===== config.mk =====
export PLATFORM = sky130hd
export DESIGN_NAME = pscoc_top
export DESIGN_NICKNAME = d
export VERILOG_FILES = /design/src/logic/pscoc_evt_sel.v /design/src/logic/pscoc_out_stage.v /design/src/logic/pscoc_top.v
export VERILOG_INCLUDE_DIRS = /design/src /design/src/logic
export SDC_FILE = /design/constraint.sdc
export NUM_CORES = 1
export LEC_CHECK = 0
export ABC_AREA = 1
export BUFFER_PORTS_ARGS = -buffer_cell sky130_fd_sc_hd__buf_2
export CAP_MARGIN = 20
export CORE_UTILIZATION = 51
export DETAILED_ROUTE_END_ITERATION = 10
export GPL_ROUTABILITY_DRIVEN = 0
export PLACE_DENSITY = 0.85
export SYNTH_ARGS = -nofsm -noshare
export SYNTH_HDL_FRONTEND = slang
export SYNTH_HIERARCHICAL = 1
export SYNTH_SLANG_ARGS = --single-unit

===== constraint.sdc =====
create_clock -name pclk -period 2.3 [get_ports pclk]
set_input_delay 0.115 -clock pclk [delete_from_list [all_inputs] [get_ports pclk]]
set_output_delay 0.115 -clock pclk [all_outputs]
set_load 0.05 [all_outputs]

===== src/logic/pscoc_map.vh =====
// constants of the pwm sync, clock, output and polarity configuration slice
// assumes an apb slave with 32-bit data, one aligned word per register
`ifndef PSCOC_MAP_VH
`define PSCOC_MAP_VH

`define PSCOC_OFF_SYNC1 12'h000
`define PSCOC_OFF_SYNC2 12'h004
`define PSCOC_OFF_CLK1 12'h008
`define PSCOC_OFF_OEN1 12'h00C
`define PSCOC_OFF_POL1 12'h010
`define PSCOC_OFF_CLK2 12'h014
`define PSCOC_OFF_OEN2 12'h018
`define PSCOC_OFF_POL2 12'h01C

`define PSCOC_RST_REG 8'h00

`define PSCOC_MASK_SYNC 8'h03
`define PSCOC_MASK_CLK 8'h33
`define PSCOC_MASK_OEN1 8'h3F
`define PSCOC_MASK_OEN2 8'h03
`define PSCOC_MASK_POL1 8'h7F
`define PSCOC_MASK_POL2 8'h43

`define PSCOC_SYNC_MSB 1
`define PSCOC_SYNC_LSB 0
`define PSCOC_CSRC_MSB 1
`define PSCOC_CSRC_LSB 0
`define PSCOC_CPRE_MSB 5
`define PSCOC_CPRE_LSB 4
`define PSCOC_POLIN_BIT 6

`define PSCOC_SYNC_OWN 2'h0
`define PSCOC_SYNC1_PEER 2'h2
`define PSCOC_SYNC2_PEER 2'h1

`define PSCOC_CSRC_SYS 2'h0
`define PSCOC_CSRC_PLL 2'h1
`define PSCOC_CSRC_EXT 2'h2

`define PSCOC_OUTS1 6
`define PSCOC_OUTS2 2

`endif


===== src/logic/pscoc_evt_sel.v =====
// per-instance period restart, clock source and input polarity selection
// assumes all tick and event inputs are one-cycle pulses synchronous to pclk
`timescale 1ns/10ps
`default_nettype none
`include "pscoc_map.vh"

module pscoc_evt_sel #(
   parameter [1:0] PEER_CODE = 2'h0
) (
   input wire pclk,
   input wire presetn,
   input wire [1:0] sync_mode,
   input wire [1:0] clock_source_sel,
   input wire input_polarity,
   input wire own_period_event,
   input wire peer_period_event,
   input wire sys_clk_tick,
   input wire pll_clk_tick,
   input wire external_clock_pin,
   input wire external_event_input,
   output reg period_restart,
   output reg clock_tick,
   output reg event_active
);
   reg next_restart;
   reg next_tick;

   // reserved sync codes fall back to free running so a bad write cannot stall the period
   always @* begin
      if (sync_mode == PEER_CODE) begin
         next_restart = peer_period_event;
      end else begin
         next_restart = own_period_event;
      end
   end

   always @* begin
      if (clock_source_sel == `PSCOC_CSRC_SYS) begin
         next_tick = sys_clk_tick;
      end else if (clock_source_sel == `PSCOC_CSRC_PLL) begin
         next_tick = pll_clk_tick;
      end else if (clock_source_sel == `PSCOC_CSRC_EXT) begin
         next_tick = external_clock_pin;
      end else begin
         next_tick = 1'b0;
      end
   end

   always @(posedge pclk or negedge presetn) begin
      if (!presetn) begin
         period_restart <= 1'b0;
         clock_tick <= 1'b0;
         event_active <= 1'b0;
      end else begin
         period_restart <= next_restart;
         clock_tick <= next_tick;
         event_active <= external_event_input ^ input_polarity;
      end
   end
endmodule // pscoc_evt_sel

`default_nettype wire


===== src/logic/pscoc_out_stage.v =====
// pin output stage: polarity, then hand-over between pwm and port logic
// assumes port_out and port_oe come from the ordinary port logic of each pin
`timescale 1ns/10ps
`default_nettype none
`include "pscoc_map.vh"

module pscoc_out_stage #(
   parameter W = 6
) (
   input wire pclk,
   input wire presetn,
   input wire [W-1:0] wave,
   input wire [W-1:0] output_route_en,
   input wire [W-1:0] output_polarity,
   input wire [W-1:0] port_out,
   input wire [W-1:0] port_oe,
   output reg [W-1:0] pin_out,
   output reg [W-1:0] pin_oe
);
   genvar i;
   generate
      for (i = 0; i < W; i = i + 1) begin : g_pin
         always @(posedge pclk or negedge presetn) begin
            if (!presetn) begin
               pin_out[i] <= 1'b0;
               pin_oe[i] <= 1'b0;
            end else if (output_route_en[i]) begin
               pin_out[i] <= wave[i] ^ output_polarity[i];
               pin_oe[i] <= 1'b1;
            end else begin
               pin_out[i] <= port_out[i];
               pin_oe[i] <= port_oe[i];
            end
         end
      end
   endgenerate
endmodule // pscoc_out_stage

`default_nettype wire


===== src/logic/pscoc_top.v =====
// configuration slice of two pwm instances: apb registers, period sync,
// clock source, pin routing and polarity
// assumes a zero-wait apb master on pclk; all other inputs synchronous to pclk
`timescale 1ns/10ps
`default_nettype none
`include "pscoc_map.vh"

module pscoc_top (
   input wire pclk,
   input wire presetn,
   input wire psel,
   input wire penable,
   input wire pwrite,
   input wire [11:0] paddr,
   input wire [31:0] pwdata,
   output reg [31:0] prdata,
   output wire pready,
   output reg pslverr,
   input wire first_period_event,
   input wire second_period_event,
   input wire sys_clk_tick,
   input wire pll_clk_tick,
   input wire first_external_clock_pin,
   input wire second_external_clock_pin,
   input wire first_external_event_input,
   input wire second_external_event_input,
   input wire [5:0] first_wave,
   input wire [1:0] second_wave,
   input wire [5:0] first_port_out,
   input wire [5:0] first_port_oe,
   input wire [1:0] second_port_out,
   input wire [1:0] second_port_oe,
   output wire first_period_restart,
   output wire second_period_restart,
   output wire first_clock_tick,
   output wire second_clock_tick,
   output wire [1:0] first_clock_prescale_sel,
   output wire [1:0] second_clock_prescale_sel,
   output wire first_event_active,
   output wire second_event_active,
   output wire [5:0] first_pin_out,
   output wire [5:0] first_pin_oe,
   output wire [1:0] second_pin_out,
   output wire [1:0] second_pin_oe
);
   reg [7:0] first_period_sync_select;
   reg [7:0] second_period_sync_select;
   reg [7:0] first_clock_select;
   reg [7:0] first_output_enables;
   reg [7:0] first_polarity_control;
   reg [7:0] second_clock_select;
   reg [7:0] second_output_enables;
   reg [7:0] second_polarity_control;

   reg [7:0] next_rdata;
   reg next_err;
   wire setup_phase;
   wire write_strobe;

   assign setup_phase = psel & ~penable;
   assign write_strobe = psel & penable & pwrite & ~pslverr;
   // every access completes in its first access cycle
   assign pready = 1'b1;

   // read mux and decode; unmapped offsets read zero and flag an error
   always @* begin
      next_rdata = 8'h00;
      next_err = 1'b0;
      if (paddr == `PSCOC_OFF_SYNC1) begin
         next_rdata = first_period_sync_select & `PSCOC_MASK_SYNC;
      end else if (paddr == `PSCOC_OFF_SYNC2) begin
         next_rdata = second_period_sync_select & `PSCOC_MASK_SYNC;
      end else if (paddr == `PSCOC_OFF_CLK1) begin
         next_rdata = first_clock_select & `PSCOC_MASK_CLK;
      end else if (paddr == `PSCOC_OFF_OEN1) begin
         next_rdata = first_output_enables & `PSCOC_MASK_OEN1;
      end else if (paddr == `PSCOC_OFF_POL1) begin
         next_rdata = first_polarity_control & `PSCOC_MASK_POL1;
      end else if (paddr == `PSCOC_OFF_CLK2) begin
         next_rdata = second_clock_select & `PSCOC_MASK_CLK;
      end else if (paddr == `PSCOC_OFF_OEN2) begin
         next_rdata = second_output_enables & `PSCOC_MASK_OEN2;
      end else if (paddr == `PSCOC_OFF_POL2) begin
         next_rdata = second_polarity_control & `PSCOC_MASK_POL2;
      end else begin
         next_err = 1'b1;
      end
   end

   // read data and error are captured in setup so they come from flops in access
   always @(posedge pclk or negedge presetn) begin
      if (!presetn) begin
         prdata <= 32'h00000000;
         pslverr <= 1'b0;
      end else if (setup_phase) begin
         prdata <= {24'h000000, next_rdata};
         pslverr <= next_err;
      end
   end

   // unimplemented bits are never stored, so they cannot leak into the logic
   always @(posedge pclk or negedge presetn) begin
      if (!presetn) begin
         first_period_sync_select <= `PSCOC_RST_REG;
         second_period_sync_select <= `PSCOC_RST_REG;
         first_clock_select <= `PSCOC_RST_REG;
         first_output_enables <= `PSCOC_RST_REG;
         first_polarity_control <= `PSCOC_RST_REG;
         second_clock_select <= `PSCOC_RST_REG;
         second_output_enables <= `PSCOC_RST_REG;
         second_polarity_control <= `PSCOC_RST_REG;
      end else if (write_strobe) begin
         if (paddr == `PSCOC_OFF_SYNC1) begin
            first_period_sync_select <= pwdata[7:0] & `PSCOC_MASK_SYNC;
         end else if (paddr == `PSCOC_OFF_SYNC2) begin
            second_period_sync_select <= pwdata[7:0] & `PSCOC_MASK_SYNC;
         end else if (paddr == `PSCOC_OFF_CLK1) begin
            first_clock_select <= pwdata[7:0] & `PSCOC_MASK_CLK;
         end else if (paddr == `PSCOC_OFF_OEN1) begin
            first_output_enables <= pwdata[7:0] & `PSCOC_MASK_OEN1;
         end else if (paddr == `PSCOC_OFF_POL1) begin
            first_polarity_control <= pwdata[7:0] & `PSCOC_MASK_POL1;
         end else if (paddr == `PSCOC_OFF_CLK2) begin
            second_clock_select <= pwdata[7:0] & `PSCOC_MASK_CLK;
         end else if (paddr == `PSCOC_OFF_OEN2) begin
            second_output_enables <= pwdata[7:0] & `PSCOC_MASK_OEN2;
         end else if (paddr == `PSCOC_OFF_POL2) begin
            second_polarity_control <= pwdata[7:0] & `PSCOC_MASK_POL2;
         end
      end
   end

   // prescaler ratios are applied by the timebase outside this slice
   assign first_clock_prescale_sel = first_clock_select[`PSCOC_CPRE_MSB:`PSCOC_CPRE_LSB];
   assign second_clock_prescale_sel = second_clock_select[`PSCOC_CPRE_MSB:`PSCOC_CPRE_LSB];

   pscoc_evt_sel #(
      .PEER_CODE(`PSCOC_SYNC1_PEER)
   ) u_first_sel (
      .pclk(pclk),
      .presetn(presetn),
      .sync_mode(first_period_sync_select[`PSCOC_SYNC_MSB:`PSCOC_SYNC_LSB]),
      .clock_source_sel(first_clock_select[`PSCOC_CSRC_MSB:`PSCOC_CSRC_LSB]),
      .input_polarity(first_polarity_control[`PSCOC_POLIN_BIT]),
      .own_period_event(first_period_event),
      .peer_period_event(second_period_event),
      .sys_clk_tick(sys_clk_tick),
      .pll_clk_tick(pll_clk_tick),
      .external_clock_pin(first_external_clock_pin),
      .external_event_input(first_external_event_input),
      .period_restart(first_period_restart),
      .clock_tick(first_clock_tick),
      .event_active(first_event_active)
   );

   pscoc_evt_sel #(
      .PEER_CODE(`PSCOC_SYNC2_PEER)
   ) u_second_sel (
      .pclk(pclk),
      .presetn(presetn),
      .sync_mode(second_period_sync_select[`PSCOC_SYNC_MSB:`PSCOC_SYNC_LSB]),
      .clock_source_sel(second_clock_select[`PSCOC_CSRC_MSB:`PSCOC_CSRC_LSB]),
      .input_polarity(second_polarity_control[`PSCOC_POLIN_BIT]),
      .own_period_event(second_period_event),
      .peer_period_event(first_period_event),
      .sys_clk_tick(sys_clk_tick),
      .pll_clk_tick(pll_clk_tick),
      .external_clock_pin(second_external_clock_pin),
      .external_event_input(second_external_event_input),
      .period_restart(second_period_restart),
      .clock_tick(second_clock_tick),
      .event_active(second_event_active)
   );

   pscoc_out_stage #(
      .W(`PSCOC_OUTS1)
   ) u_first_out (
      .pclk(pclk),
      .presetn(presetn),
      .wave(first_wave),
      .output_route_en(first_output_enables[5:0]),
      .output_polarity(first_polarity_control[5:0]),
      .port_out(first_port_out),
      .port_oe(first_port_oe),
      .pin_out(first_pin_out),
      .pin_oe(first_pin_oe)
   );

   // only outputs a and b exist on the second instance
   pscoc_out_stage #(
      .W(`PSCOC_OUTS2)
   ) u_second_out (
      .pclk(pclk),
      .presetn(presetn),
      .wave(second_wave),
      .output_route_en(second_output_enables[1:0]),
      .output_polarity(second_polarity_control[1:0]),
      .port_out(second_port_out),
      .port_oe(second_port_oe),
      .pin_out(second_pin_out),
      .pin_oe(second_pin_oe)
   );
endmodule // pscoc_top

`default_nettype wire

======== After elaboration in Yosys (flattened, before gate mapping) ========
Cells that the tools add are included.
storage, ports and cells
  register bits ........................... 61
  bits in latches ......................... 0
  bits in writable memories ............... 0
  memory bits (read-only) ................. 0
  input port bits ......................... 81
  output and inout bits ................... 60
  word-level logic and storage cells ...... 119
  memories kept ........................... 0
cells by class
  add/subtract/negate cells ............... 0
  $mul .................................... 0
  div/mod/pow operators ................... 0
  order comparisons ....................... 0
  equality and inequality tests ........... 13
  shifts and indexed selects .............. 0
  mux-type cells .......................... 40
  bitwise operators ....................... 23
  reductions and logical operators ........ 11
operators with widths
  kind                   number
  $eq A12 B5 Y1 const B  4
  $mux W7                5
  $mux W1                32
  $eq A12 B4 Y1 const B  2
  $mux W8                3
  $eq A12 B3 Y1 const B  1
  $logic_not A12 Y1      1
  $xor A1 B1 Y1          10
  $not A1 Y1             9
  $reduce_and A9 Y1      1
  $reduce_and A8 Y1      1
  $reduce_and A7 Y1      1
  $eq A2 B1 Y1 const B   3
  $eq A2 B2 Y1 const B   3
  $reduce_and A6 Y1      1
  $reduce_and A5 Y1      1
  $and A1 B1 Y1          4
  $logic_not A2 Y1       2
  $reduce_and A4 Y1      1
  $reduce_and A3 Y1      1
  $reduce_and A2 Y1      1

======== Logic depth before layout (Yosys ltp) ========
  depth after elaboration ................. 9
  mapped depth ............................ 11
  mapped depth without buffers ............ 11

======== By module ========
Netlist, hierarchy kept.
modules (own cells, without submodules)
  module                          times used  cells an instance  area an instance (sq um)  sequential area each (sq um)
  pscoc_top                       1           270                2212.1                    950.9
  pscoc_out_stage (u_first_out)   1           66                 525.5                     300.3
  pscoc_evt_sel                   2           15                 131.4                     75.1
  pscoc_out_stage (u_second_out)  1           22                 175.2                     100.1

======== Worst setup path before layout ========
No wires, ideal clock.
  path kind ............................... register to register
  start point ............................. register pslverr
  end point ............................... register first_output_enables[1]
  library setup time ...................... 0.122 ns
  arrival time ............................ 1.402 ns
  required time ........................... 2.178 ns
  setup slack ............................. 0.776 ns
  stages on the path, launching flop included .. 10
  buffers on the path ..................... 1
  period minus slack after synthesis ...... 1.524 ns
  cell sequence ........................... dfrtp_1 -> inv_1 -> nand4_1 -> inv_1 -> nand2_4 -> nor2_4 -> nand2_4 -> buf_6 -> nand2_2 -> o21ai_2
between the ends
  longest elaborated chain between the ends .. 3
RTL lines
  item                         RTL line         RTL
  start, declared              pscoc_top.v:18   output reg pslverr,
  start signal, assigned       pscoc_top.v:97   pslverr <= next_err;
  $not A1 Y1                   pscoc_top.v:61   assign write_strobe = psel & penable & pwrite & ~pslverr;
  $and A1 B1 Y1                pscoc_top.v:61
  $reduce_and A5 Y1 (no line)  n/a
  end signal, assigned         pscoc_top.v:107  first_output_enables <= `PSCOC_RST_REG;
  end signal, assigned         pscoc_top.v:120  first_output_enables <= pwdata[7:0] & `PSCOC_MASK_OEN1;
  end, declared                pscoc_top.v:49   reg [7:0] first_output_enables;
Every way passes these cells.
A chain may end at the register's enable or synchronous reset.

======== Worst setup path after layout ========
  start point ............................. register pslverr
  end point ............................... register first_polarity_control[6]
between the ends
  longest elaborated chain between the ends .. 3
RTL lines
  item                         RTL line         RTL
  $not A1 Y1                   pscoc_top.v:61
  $and A1 B1 Y1                pscoc_top.v:61
  $reduce_and A6 Y1 (no line)  n/a
  end signal, assigned         pscoc_top.v:108  first_polarity_control <= `PSCOC_RST_REG;
  end signal, assigned         pscoc_top.v:122  first_polarity_control <= pwdata[7:0] & `PSCOC_MASK_POL1;
  end, declared                pscoc_top.v:50   reg [7:0] first_polarity_control;
Every way passes these cells.

==> flow_metrics.py <==
metrics = {
    "status": {
        "status": "complete, no violations",
    },
    "sta": {
        "setup_violations": 0,
        "min_period_over_period": 0.680,
        "hold_slack_ns": 0.0157,
        "finalHoldViolCount": 0,
        "fin_crit_ns": 1.56,
        "fin_skew_ns": 0.00660,
        "timing_max_transition_violations_final": 0,
        "max_freq_mhz": 639,
        "finalSetupTns_ns": 0,
        "rsz0062_at_grt": "no",
    },
    "synth": {
        "ys.flop_type": "dfrtp_1",
        "yosys.area_share.simple": 0.294,
        "synth_top_family_by_area": "simple AND/OR/NAND/NOR gates",
        "synth_xor_area_frac": 0.00552,
        "synth_top_area_frac": 0.473,
        "ys_seq_area_frac": 0.473,
        "yosysWarnings": 6,
        "yosys-top-cells-area": "dfrtp_1, nand2_1, buf_4, inv_1, nand3_1",
        "synth_compound_area_frac": 0.0776,
        "netlist_instances": 388,
        "synth.area.mux_share": 0.00355,
        "synth_fa_ha_area_frac": 0,
        "ys_async_sr_fraction": 1.00,
        "synth_common_cells": "nand2_1, dfrtp_1, inv_1",
        "ys_ff_latch": 60,
        "synth_area_um2": 3180,
        "yosysMostFrequentCell": "nand2_1",
        "ys_types": 29,
        "postSynthAreaPerCell_um2": 8.18,
        "synth_enable_flop_cells": 0,
        "yosys.area.top_type": "dfrtp_1",
    },
    "die": {
        "design.core.area_um2": 5960,
        "rows": 28,
        "die-area_um2": 6550,
        "io_pins": 141,
        "die_h_um": 80.9,
        "initial_core_util": 0.533,
        "die-width_um": 80.9,
    },
    "global_routing": {
        "grt_pass1_vias": 2619,
        "grt_max_degree": 24,
        "grt_pass1_wl_um": 11600,
        "antenna_found_initial": 0,
        "track_usage": 0.238,
        "grt_overflow": 0,
    },
    "worst_setup_path": {
        "r2r_start": "pslverr$_DFFE_PN0P_",
        "path_class": "reg2reg",
        "worstPathArrival_ns": 1.79,
        "crit_fanout": 13,
        "worstSetupStartpointType": "flop",
        "startpoint": "pslverr$_DFFE_PN0P_",
        "critPathCaptureType": "flop",
        "cp.required_ns": 2.52,
    },
    "placement": {
        "io_buffers": 89,
        "dp_hpwl_um": 5440,
    },
    "worst_hold_path": {
        "hold_path.class": "in2reg",
        "min_from": "first_port_out[1]",
    },
    "clock_network": {
        "cts_setup_buffers": 0,
        "htreeDepth": 3,
        "cts_tree": "built",
        "root_buffer": "clkbuf_8",
        "numClockSinks": 60,
        "clock_latency_ns": 0.34,
        "holdBufCountCts": 20,
        "cts-buffers-inserted": 9,
        "clkSlewWorstSetupHoldPaths_ns": 0.07,
        "cts_resized": 0,
        "clk_path_buf_depth": 2,
    },
    "final_layout": {
        "area_growth_pct": 24.5,
        "drive_gt1_frac": 0.279,
        "final_nets": 582,
        "fillers": 501,
        "num_antenna_cells": 0,
    },
    "route": {
        "drtIter0Drc": 282,
        "vias_per_cell": 4.94,
        "vias": 2873,
        "drtAntennaViolNets": 0,
        "wl_per_cell_um": 12.4,
        "first_pass_iters": 6,
        "wl_um": 7190,
        "drcViolationCount": 0,
    },
    "run": {
        "drv_cap": 0,
    },
    "pwr": {
        "p_per_area_nw_per_um2": 593,
        "p_leak_nw": 2.16,
        "ir_worst_vdd_uv": 341,
    },
}
[cell usage in the layout, fill, tap and decap left out, types with 5 or more instances in the layout]
cell type	instances
inv_2	5
dlygate4sd3_1	20
nor2_1	15
inv_1	49
conb_1	26
clkbuf_8	9
o21ai_0	18
nand2_2	10
buf_2	89
o21ai_1	15
or2_1	9
nand4_1	6
nand3_1	35
dfrtp_1	60
nor2_4	6
o21ai_2	6
nand2_1	100
[through the flow]
step | util | area, um^2 | power [mW] | worst slack [ns] | instances
after floorplan | - | 3270 | 1.37 | 0.776 | 412
final | 0.664 | 3960 | 2.34 | 0.736 | 581
after global routing | 0.664 | 3960 | 2.44 | 0.598 | 581
after global placement | 0.600 | 3570 | 1.44 | 0.677 | 545
after CTS | 0.664 | 3960 | 2.36 | 0.738 | 581
after detailed placement | 0.600 | 3570 | 1.45 | 0.588 | 545
[registers in the layout (all words and copies together) (netlist names), 2 cells and up]
name	flops
second_clock_select	4
first_output_enables	6
first_polarity_control	7
first_period_sync_select	2
second_output_enables	2
second_polarity_control	3
u_second_out/pin_oe	2
u_first_out/pin_out	6
prdata	7
first_clock_select	4
u_first_out/pin_oe	6
u_second_out/pin_out	2
second_period_sync_select	2
[where the power goes]
group          internal (mW)  switching (mW)  leakage (nW)
sequential              1.08         0.00630         0.785
combinational         0.0951           0.274          1.28
clock                  0.495           0.397        0.0931
[kinds of logic (layout without fill, tap and decap cells)]
group,Yosys count,in the layout
AOI/OAI and AO/OA,44,44
xor gates and xnor gates,2,2
buffers and inverters,88,182
DFF,60,60
muxes,1,1
other,2,26
and+or+nand+nor,191,191
[critical path, cell delays in order, from the launching register on]
cell	delay, ns
dfrtp_1	0.40
inv_1	0.08
nand4_1	0.10
inv_1	0.17
nand2_1	0.32
mux2_2	0.38
[area by class of cell]
type,count,area (um^2),area share
clock buffer,11,131,0.0332
clock inverter,5,52.6,0.0133
inverter,55,209,0.0528
multi-input combinational,264,1310,0.330
sequential,60,1500,0.380
tap,75,93.8,0.0237
timing repair buffer,111,661,0.167
[path summary, 6_finish.rpt]
check                           cells past startpoint                               endpoint  slack [ns]
min in group asynchronous                           2      u_second_out/pin_out[0]$_DFF_PN0_        0.26
max in group asynchronous                           3     second_clock_select[1]$_DFFE_PN0P_        1.38
worst max register to register                      5  first_polarity_control[6]$_DFFE_PN0P_        0.74
worst max-delay path                                5  first_polarity_control[6]$_DFFE_PN0P_        0.74
worst min register to register                      1                  prdata[6]$_DFFE_PN0P_        0.47
worst min-delay path                                3       u_first_out/pin_out[1]$_DFF_PN0_        0.02
[layer usage]
layer / track usage / share of wire
met1: 0.284 / 0.40
met3: 0.0607 / 0.072
met5: 0 / 0
met2: 0.408 / 0.50
met4: 0.0982 / 0.024
Power figures use the tool's default switching activity.
